## config.mk

```make
export PLATFORM = sky130hd
export DESIGN_NAME = avi_infoframe_readback_regs
export DESIGN_NICKNAME = d
export VERILOG_FILES = /design/src/verilog/avi_readback_pkg.sv /design/src/verilog/change_if.sv /design/src/verilog/packet_change_tracker.sv /design/src/verilog/avi_infoframe_readback_regs.sv
export VERILOG_INCLUDE_DIRS = /design/src /design/src/verilog
export SDC_FILE = /design/constraint.sdc
export NUM_CORES = 1
export LEC_CHECK = 0
export ABC_AREA = 1
export BUFFER_PORTS_ARGS = -buffer_cell sky130_fd_sc_hd__buf_2
export CAP_MARGIN = 20
export CORE_MARGIN = 4
export CORE_UTILIZATION = 50
export DETAILED_ROUTE_END_ITERATION = 10
export GPL_TIMING_DRIVEN = 0
export PLACE_DENSITY = 0.69
export SKIP_CTS_REPAIR_TIMING = 1
export SKIP_LAST_GASP = 1
export SYNTH_ARGS = -nofsm -noshare
export SYNTH_HDL_FRONTEND = slang
export SYNTH_SLANG_ARGS = --single-unit
```

## constraint.sdc

```tcl
create_clock -name ref_clk -period 1.8 [get_ports ref_clk]
set_input_delay 0.09 -clock ref_clk [delete_from_list [all_inputs] [get_ports ref_clk]]
set_output_delay 0.09 -clock ref_clk [all_outputs]
set_load 0.01 [all_outputs]
```

## src/verilog/avi_readback_defines.svh

```systemverilog
/*
  Register indices, field positions, code values and reset values of the
  auxiliary video information readback bank.
  Assumes inclusion by bare name; holds definitions only.
*/
`ifndef AVI_READBACK_DEFINES_SVH
`define AVI_READBACK_DEFINES_SVH

////////////////////////////////////////////////////////////////////////////////
// bus geometry
`define APB_AW           12
`define IDX_W            10
`define WORD_LSB         2
`define DATA_W           32

////////////////////////////////////////////////////////////////////////////////
// register indices; byte address is four times the index
`define IDX_SCALING      10'h083
`define IDX_VIC          10'h084
`define IDX_REPEAT       10'h085
`define IDX_BAR_LO       10'h086
`define IDX_FLAGS_A      10'h087
`define IDX_BAR_HI       10'h088
`define IDX_FLAGS_B      10'h08f
`define IDX_ASPECT       10'h0c0

////////////////////////////////////////////////////////////////////////////////
// field widths and positions
`define FLAG_W           7
`define SIG_W            40
`define KIND_W           3
`define STAT_AFD_OK_BIT  4
`define STAT_REP_RSV_BIT 5
`define STAT_BAR_BIT     6

////////////////////////////////////////////////////////////////////////////////
// code values
`define AFD_SAME         4'h8
`define AFD_CTR_4_3      4'h9
`define AFD_CTR_16_9     4'ha
`define AFD_CTR_14_9     4'hb
`define REPEAT_MAX       4'h9
`define BAR_NONE         16'h0000

////////////////////////////////////////////////////////////////////////////////
// reset values
`define RST_DATA         32'h0000_0000
`define RST_FLAGS        7'h00
`define RST_AFD          4'h0
`define RST_SCALING      2'h0
`define RST_VIC          7'h00
`define RST_REPEAT       4'h0
`define RST_BAR          16'h0000

`endif

```

## src/verilog/avi_readback_pkg.sv

```systemverilog
/*
  Types shared by the readback bank and its change tracker.
  Assumes the defines header is compiled alongside.
*/
package avi_readback_pkg;

  // packet kind; value equals its change flag bit position
  typedef enum logic [2:0] {
    KIND_AVI   = 3'h0,
    KIND_AUDIO = 3'h1,
    KIND_SPD   = 3'h2,
    KIND_MPEG  = 3'h3,
    KIND_ACP   = 3'h4,
    KIND_ISRC1 = 3'h5,
    KIND_ISRC2 = 3'h6
  } packet_kind_t;

  typedef struct packed {
    logic [3:0]  aspect;
    logic [1:0]  scaling;
    logic [6:0]  video_format_id;
    logic [3:0]  repeat_count;
    logic [15:0] top_bar;
  } avi_fields_t;

endpackage

```

## src/verilog/change_if.sv

```systemverilog
/*
  Carrier between the register bank and the packet change tracker.
  Assumes both ends run on the same clock.
*/
interface change_if;
  logic                          pkt_take;
  avi_readback_pkg::packet_kind_t pkt_kind;
  logic [39:0]                   pkt_sig;
  logic [6:0]                    changed;

  modport tracker (
    input  pkt_take,
    input  pkt_kind,
    input  pkt_sig,
    output changed
  );

  modport bank (
    output pkt_take,
    output pkt_kind,
    output pkt_sig,
    input  changed
  );
endinterface

```

## src/verilog/packet_change_tracker.sv

```systemverilog
/*
  Keeps the last signature of each packet kind and pulses a change bit
  when a newly accepted packet differs from the stored one.
  Assumes packets are offered already validated, one per cycle at most.
*/
`include "avi_readback_defines.svh"

module packet_change_tracker (
  input  wire logic    ref_clk,
  input  wire logic    rst_b,
  change_if.tracker    chg
);

  localparam int KINDS = `FLAG_W;

  typedef struct packed {
    logic [KINDS-1:0][`SIG_W-1:0] sig;
    logic [KINDS-1:0]             seen;
    logic [KINDS-1:0]             changed;
  } trk_state_t;

  trk_state_t       s_reg;
  trk_state_t       s_next;
  logic [KINDS-1:0] hit;
  logic [KINDS-1:0] differs;

  ////////////////////////////////////////////////////////////////////////////
  genvar k;
  generate
    for (k = 0; k < KINDS; k++) begin : g_kind
      assign hit[k]     = chg.pkt_take && (chg.pkt_kind == `KIND_W'(k));
      // first packet after reset always counts as new content
      assign differs[k] = !s_reg.seen[k] || (s_reg.sig[k] != chg.pkt_sig);
    end
  endgenerate

  ////////////////////////////////////////////////////////////////////////////
  always_comb begin
    s_next         = s_reg;
    s_next.changed = hit & differs;
    for (int i = 0; i < KINDS; i++) begin
      if (hit[i]) begin
        s_next.sig[i]  = chg.pkt_sig;
        s_next.seen[i] = 1'b1;
      end
    end
  end

  always_ff @(posedge ref_clk or negedge rst_b) begin
    if (!rst_b) begin
      s_reg <= '0;
    end else begin
      s_reg <= s_next;
    end
  end

  assign chg.changed = s_reg.changed;

endmodule

```

## src/verilog/avi_infoframe_readback_regs.sv

```systemverilog
/*
  Read-only APB register bank exposing decoded auxiliary video information
  fields and a shared, clear-on-read packet change flag set.
  Assumes a packet decoder on ref_clk that offers one decoded packet per
  pulse of pkt_done, with pkt_good marking a complete, checked packet.
*/
// Our own choice: the APB slave port.
`include "avi_readback_defines.svh"

module avi_infoframe_readback_regs (
  input  wire logic                 ref_clk,
  input  wire logic                 rst_b,
  // apb slave
  input  wire logic                 psel,
  input  wire logic                 penable,
  input  wire logic                 pwrite,
  input  wire logic [`APB_AW-1:0]   paddr,
  input  wire logic [`DATA_W-1:0]   pwdata,
  output logic      [`DATA_W-1:0]   prdata,
  output logic                      pready,
  output logic                      pslverr,
  // decoder side, same clock
  input  wire logic                 pkt_done,
  input  wire logic                 pkt_good,
  input  wire logic [`KIND_W-1:0]   pkt_kind,
  input  wire logic [`SIG_W-1:0]    pkt_digest,
  input  wire logic [3:0]           avi_aspect,
  input  wire logic [1:0]           avi_scaling,
  input  wire logic [6:0]           avi_video_format_id,
  input  wire logic [3:0]           avi_repeat_count,
  input  wire logic [15:0]          avi_top_bar
);

  typedef struct packed {
    logic [`DATA_W-1:0]            prdata;
    logic                          pready;
    logic                          pslverr;
    avi_readback_pkg::avi_fields_t avi;
    logic [`FLAG_W-1:0]            change_flag;
  } bank_state_t;

  bank_state_t                    s_reg;
  bank_state_t                    s_next;
  avi_readback_pkg::avi_fields_t  avi_in;
  avi_readback_pkg::packet_kind_t kind_in;
  logic [`IDX_W-1:0]              idx;
  logic                           aligned;
  logic                           take_pkt;
  logic                           is_avi;
  logic                           access_wait;
  logic                           access_done;
  logic                           flag_addr;
  logic                           rd_hit;
  logic [`DATA_W-1:0]             rd_word;
  logic [`FLAG_W-1:0]             flag_clear;
  logic                           afd_known;
  logic                           repeat_reserved;
  logic                           bar_present;

  change_if chg ();

  ////////////////////////////////////////////////////////////////////////////
  // packet intake

  assign kind_in  = avi_readback_pkg::packet_kind_t'(pkt_kind);
  assign take_pkt = pkt_done && pkt_good;
  assign is_avi   = take_pkt && (kind_in == avi_readback_pkg::KIND_AVI);

  always_comb begin
    avi_in                 = '0;
    avi_in.aspect          = avi_aspect;
    avi_in.scaling         = avi_scaling;
    avi_in.video_format_id = avi_video_format_id;
    avi_in.repeat_count    = avi_repeat_count;
    avi_in.top_bar         = avi_top_bar;
  end

  // video information changes are judged on the fields actually stored,
  // other kinds on the digest the decoder supplies
  assign chg.pkt_take = take_pkt;
  assign chg.pkt_kind = kind_in;
  assign chg.pkt_sig  = is_avi ? `SIG_W'(avi_in) : pkt_digest;

  packet_change_tracker u_tracker (
    .ref_clk (ref_clk),
    .rst_b   (rst_b),
    .chg     (chg)
  );

  ////////////////////////////////////////////////////////////////////////////
  // derived status

  assign afd_known = (s_reg.avi.aspect == `AFD_SAME)     ||
                     (s_reg.avi.aspect == `AFD_CTR_4_3)  ||
                     (s_reg.avi.aspect == `AFD_CTR_16_9) ||
                     (s_reg.avi.aspect == `AFD_CTR_14_9);
  // reserved codes flagged so software never reads them as a count
  assign repeat_reserved = s_reg.avi.repeat_count > `REPEAT_MAX;
  assign bar_present     = s_reg.avi.top_bar != `BAR_NONE;

  ////////////////////////////////////////////////////////////////////////////
  // address decode and read mux

  assign idx       = paddr[`APB_AW-1:`WORD_LSB];
  assign aligned   = paddr[`WORD_LSB-1:0] == '0;
  assign flag_addr = aligned &&
                     ((idx == `IDX_FLAGS_A) || (idx == `IDX_FLAGS_B));

  always_comb begin
    rd_word = `RST_DATA;
    rd_hit  = aligned;
    if (flag_addr) begin
      rd_word[`FLAG_W-1:0] = s_reg.change_flag;
    end else begin
      unique case (idx)
        `IDX_SCALING: begin
          rd_word[1:0] = s_reg.avi.scaling;
        end
        `IDX_VIC: begin
          rd_word[6:0] = s_reg.avi.video_format_id;
        end
        `IDX_REPEAT: begin
          rd_word[3:0] = s_reg.avi.repeat_count;
        end
        `IDX_BAR_LO: begin
          rd_word[7:0] = s_reg.avi.top_bar[7:0];
        end
        `IDX_BAR_HI: begin
          rd_word[7:0] = s_reg.avi.top_bar[15:8];
        end
        `IDX_ASPECT: begin
          rd_word[3:0]                 = s_reg.avi.aspect;
          rd_word[`STAT_AFD_OK_BIT]    = afd_known;
          rd_word[`STAT_REP_RSV_BIT]   = repeat_reserved;
          rd_word[`STAT_BAR_BIT]       = bar_present;
        end
        default: begin
          rd_hit = 1'b0;
        end
      endcase
    end
  end

  ////////////////////////////////////////////////////////////////////////////
  // apb handshake: one wait cycle, so read data and pready both leave
  // flip-flops; the snapshot is taken in the wait cycle

  assign access_wait = psel && penable && !s_reg.pready;
  assign access_done = psel && penable && s_reg.pready;

  // clear only the bits that were handed to software; a flag set after the
  // snapshot survives the clear instead of being lost
  always_comb begin
    flag_clear = '0;
    if (access_done && !pwrite && flag_addr && !s_reg.pslverr) begin
      flag_clear = s_reg.prdata[`FLAG_W-1:0];
    end
  end

  ////////////////////////////////////////////////////////////////////////////
  // next state

  always_comb begin
    s_next         = s_reg;
    s_next.pready  = 1'b0;
    s_next.pslverr = 1'b0;
    if (access_wait) begin
      s_next.pready = 1'b1;
      // bank is read only: writes and holes answer with an error
      s_next.pslverr = pwrite || !rd_hit;
      s_next.prdata  = (pwrite || !rd_hit) ? `RST_DATA : rd_word;
    end
    if (is_avi) begin
      s_next.avi = avi_in;
    end
    // set wins over the read clear in the same cycle
    s_next.change_flag = (s_reg.change_flag & ~flag_clear) |
                         chg.changed;
  end

  always_ff @(posedge ref_clk or negedge rst_b) begin
    if (!rst_b) begin
      s_reg.prdata               <= `RST_DATA;
      s_reg.pready               <= 1'b0;
      s_reg.pslverr              <= 1'b0;
      s_reg.avi.aspect           <= `RST_AFD;
      s_reg.avi.scaling          <= `RST_SCALING;
      s_reg.avi.video_format_id  <= `RST_VIC;
      s_reg.avi.repeat_count     <= `RST_REPEAT;
      s_reg.avi.top_bar          <= `RST_BAR;
      s_reg.change_flag          <= `RST_FLAGS;
    end else begin
      s_reg <= s_next;
    end
  end

  ////////////////////////////////////////////////////////////////////////////
  // outputs straight from flip-flops

  assign prdata  = s_reg.prdata;
  assign pready  = s_reg.pready;
  assign pslverr = s_reg.pslverr;

endmodule

```

==> flow_summary.ini <==
[run_status]
status = finished with violations
violations = design-rule violations, negative hold slack, negative setup slack

[sta]
fin_crit_sh = 1.06
setup_viol = 7
final.setup_skew_ns = 0.0241
relSlewSlack = 0.382
setup_ws_ns = -0.112
hold_viol = 6
fmax_ghz = 0.523
worst_pin_slew_ns = 0.923
slew_viol_final = 0
hold_slack_ns = -0.0666
final.min_clock_period_ns = 1.91
grt_setup_unrepaired = true
fin_tns_setup_ns = -0.431

[placement]
dp.cells = 3302
gp_congestion = 1.02
port_buffers = 102
place.detailed.hpwl_um = 54900

[synthesis]
synth_edf_count = 0
synth.most_common_cell = nand2_1
avgSynthCellArea_sq_um = 7.12
synth.cells.most_frequent = nand2_1 (1,004), dfrtp_1 (344), o21ai_0 (313)
netlist.area_leader.share = 0.454
ys_seq_area_frac = 0.454
synth_seq_cells = 344
ys_types = 32
yosysWarningCount = 0
yosys.area.top_type = dfrtp_1
synth_async_sr_flop_share = 1.00
syn_inst = 2663
syn_area_sq_um = 18900
synth_ff_type = dfrtp_1
synthTopCellsByArea = dfrtp_1 (45%), nand2_1 (20%), o21ai_0 (8.3%)

[layout]
drive_gt1_frac = 0.171
area_growth_pct = 26.4
final_cells = 3458
nets = 3045
num-fill-cells = 3321
largest_reg_flops = 287

[grt]
grt_pass1_vias = 17200
grt-ovfl-total = 0
grt_max_degree = 121
grt_first_pass_wirelength_um = 110000
antenna_found_initial = 2
grtUsageTotal = 0.359

[critical_path]
cp.required_ns = 2.19
endpoint_kind = register
crit_family = simple AND/OR/NAND/NOR gates
crit_top_cell = nand2_1
crit_fanout = 10
cp_data_arrival_time_ns = 2.30
start_kind = input pin
path_buf_inv = 4
worstSetupPathType = in -> reg
critPathMaxStageDelay_ns = 0.22
cp_slowest_cell = clkbuf_4
path_cells = buf_4 -> nand2_4 -> nor2_4 -> buf_12 -> nand2_8 -> buf_12 -> nand2_1 -> clkbuf_4 -> nand2_1 -> nand2_1 -> nand2_1 -> nor2_1 -> nand2_1 -> nor2_1 -> nand3_1 -> nor2_2 -> nor2_2

[detailed_routing]
wl_um = 78900
drt_iter0_drc = 2781
firstDrtPassIters = 9
num_vias = 19700
drc_errors = 2
wl_per_cell_um = 22.8
postRouteAntennaNets = 0
viasPerCell = 5.71

[power]
ir_drop_mv = 0.642
p_leak_uw = 0.0123
finalPower_uw = 24900
p_per_area_nw_per_um2 = 1040

[clock_tree]
tritoncts = done
numCtsBuffers = 40
clockBufferDepth = 3
htreeDepth = 2
clock-root-buffer = clkbuf_16
numClockSinks = 344
insertion_delay_ns = 0.56
cts.clk_slew.worst_paths_ns = 0.06

[worst_hold_path]
hold_path_class = in -> reg

[die]
start_util = 0.505
ios = 161
die_area_sq_um = 41100
coreArea_sq_um = 37500
chipHeight_um = 203
rows = 71
die_x_um = 203

[run]
maxCapViolations = 0
-- cell usage in the layout, fill, tap and decap left out, types with 36 or more instances in the layout --
cell           count
clkbuf_16         49
nand3b_1          79
o21ai_0          313
inv_1            283
nor2_1           136
buf_2            105
nand3_1          139
nand2_1          938
nand2_2           51
clkbuf_1          63
dfrtp_1          344
buf_4             86
dlygate4sd3_1     36
-- cell families after synthesis --
kind of cell | Yosys count | share of synthesized area
other cells | 1 | 0.000198
xor+xnor | 41 | 0.0189
flops | 344 | 0.454
buf+inv | 434 | 0.0988
compound gates | 349 | 0.0942
simple gates | 1494 | 0.334
-- where the power goes --
| group | internal (uW) | switching, uW |
|---|---|---|
| combinational | 2140 | 3620 |
| clock | 5320 | 3440 |
| sequential | 9280 | 1130 |
| total | 16700 | 8180 |
-- worst reg2reg max path, delay by kind of cell (launching register included) --
family,cells,cell delay [ns]
AND/OR/NAND/NOR,9,1.06
flip-flops,1,0.39
buffers and inverters,1,0.06
-- final cells by class --
cell class | count | area, sq um | share of cell area
clock inverters | 14 | 229 | 0.00956
inverters | 286 | 1070 | 0.0448
repair buffers | 189 | 1530 | 0.0639
well taps | 511 | 639 | 0.0267
plain buffers | 148 | 1170 | 0.0488
flip-flops and latches | 344 | 8610 | 0.359
multi-input cells | 1909 | 9550 | 0.399
clock buffers | 56 | 1150 | 0.0481
diodes | 1 | 2.50 | 0.000104
-- per-stage QoR --
step                 util  area [sq um]  worst slack (ns)
floorplan               -         19000             0.181
global placement    0.538         20200             -6.25
detailed placement  0.541         20300             -1.37
CTS                 0.578         21700            -0.809
global route        0.639         24000            -0.145
finish              0.639         24000            -0.112
-- path summary, 6_finish.rpt --
kind	slack [ns]	startpoint	endpoint	cells past startpoint
setup / recovery	-0.11	pkt_done	u_tracker.chg.changed[4]	17
hold / removal	-0.07	avi_repeat_count[2]	u_tracker.s_reg[32]	3
setup reg to reg	0.13	u_tracker.s_reg[207]	u_tracker.chg.changed[4]	10
hold reg to reg	0.42	u_tracker.chg.changed[1]	s_reg[1]	1
max in group asynchronous	0.42	rst_b	s_reg[22]	3
min in group asynchronous	0.15	rst_b	s_reg[13]	3
-- layer usage --
layer	vias up	GRT usage	part of all wire
li1	8826	-	-
met1	9357	0.495	0.38
met2	1266	0.534	0.43
met3	283	0.0843	0.12
met4	0	0.179	0.069
met5	-	0	0
Power figures use the tool's default switching activity.
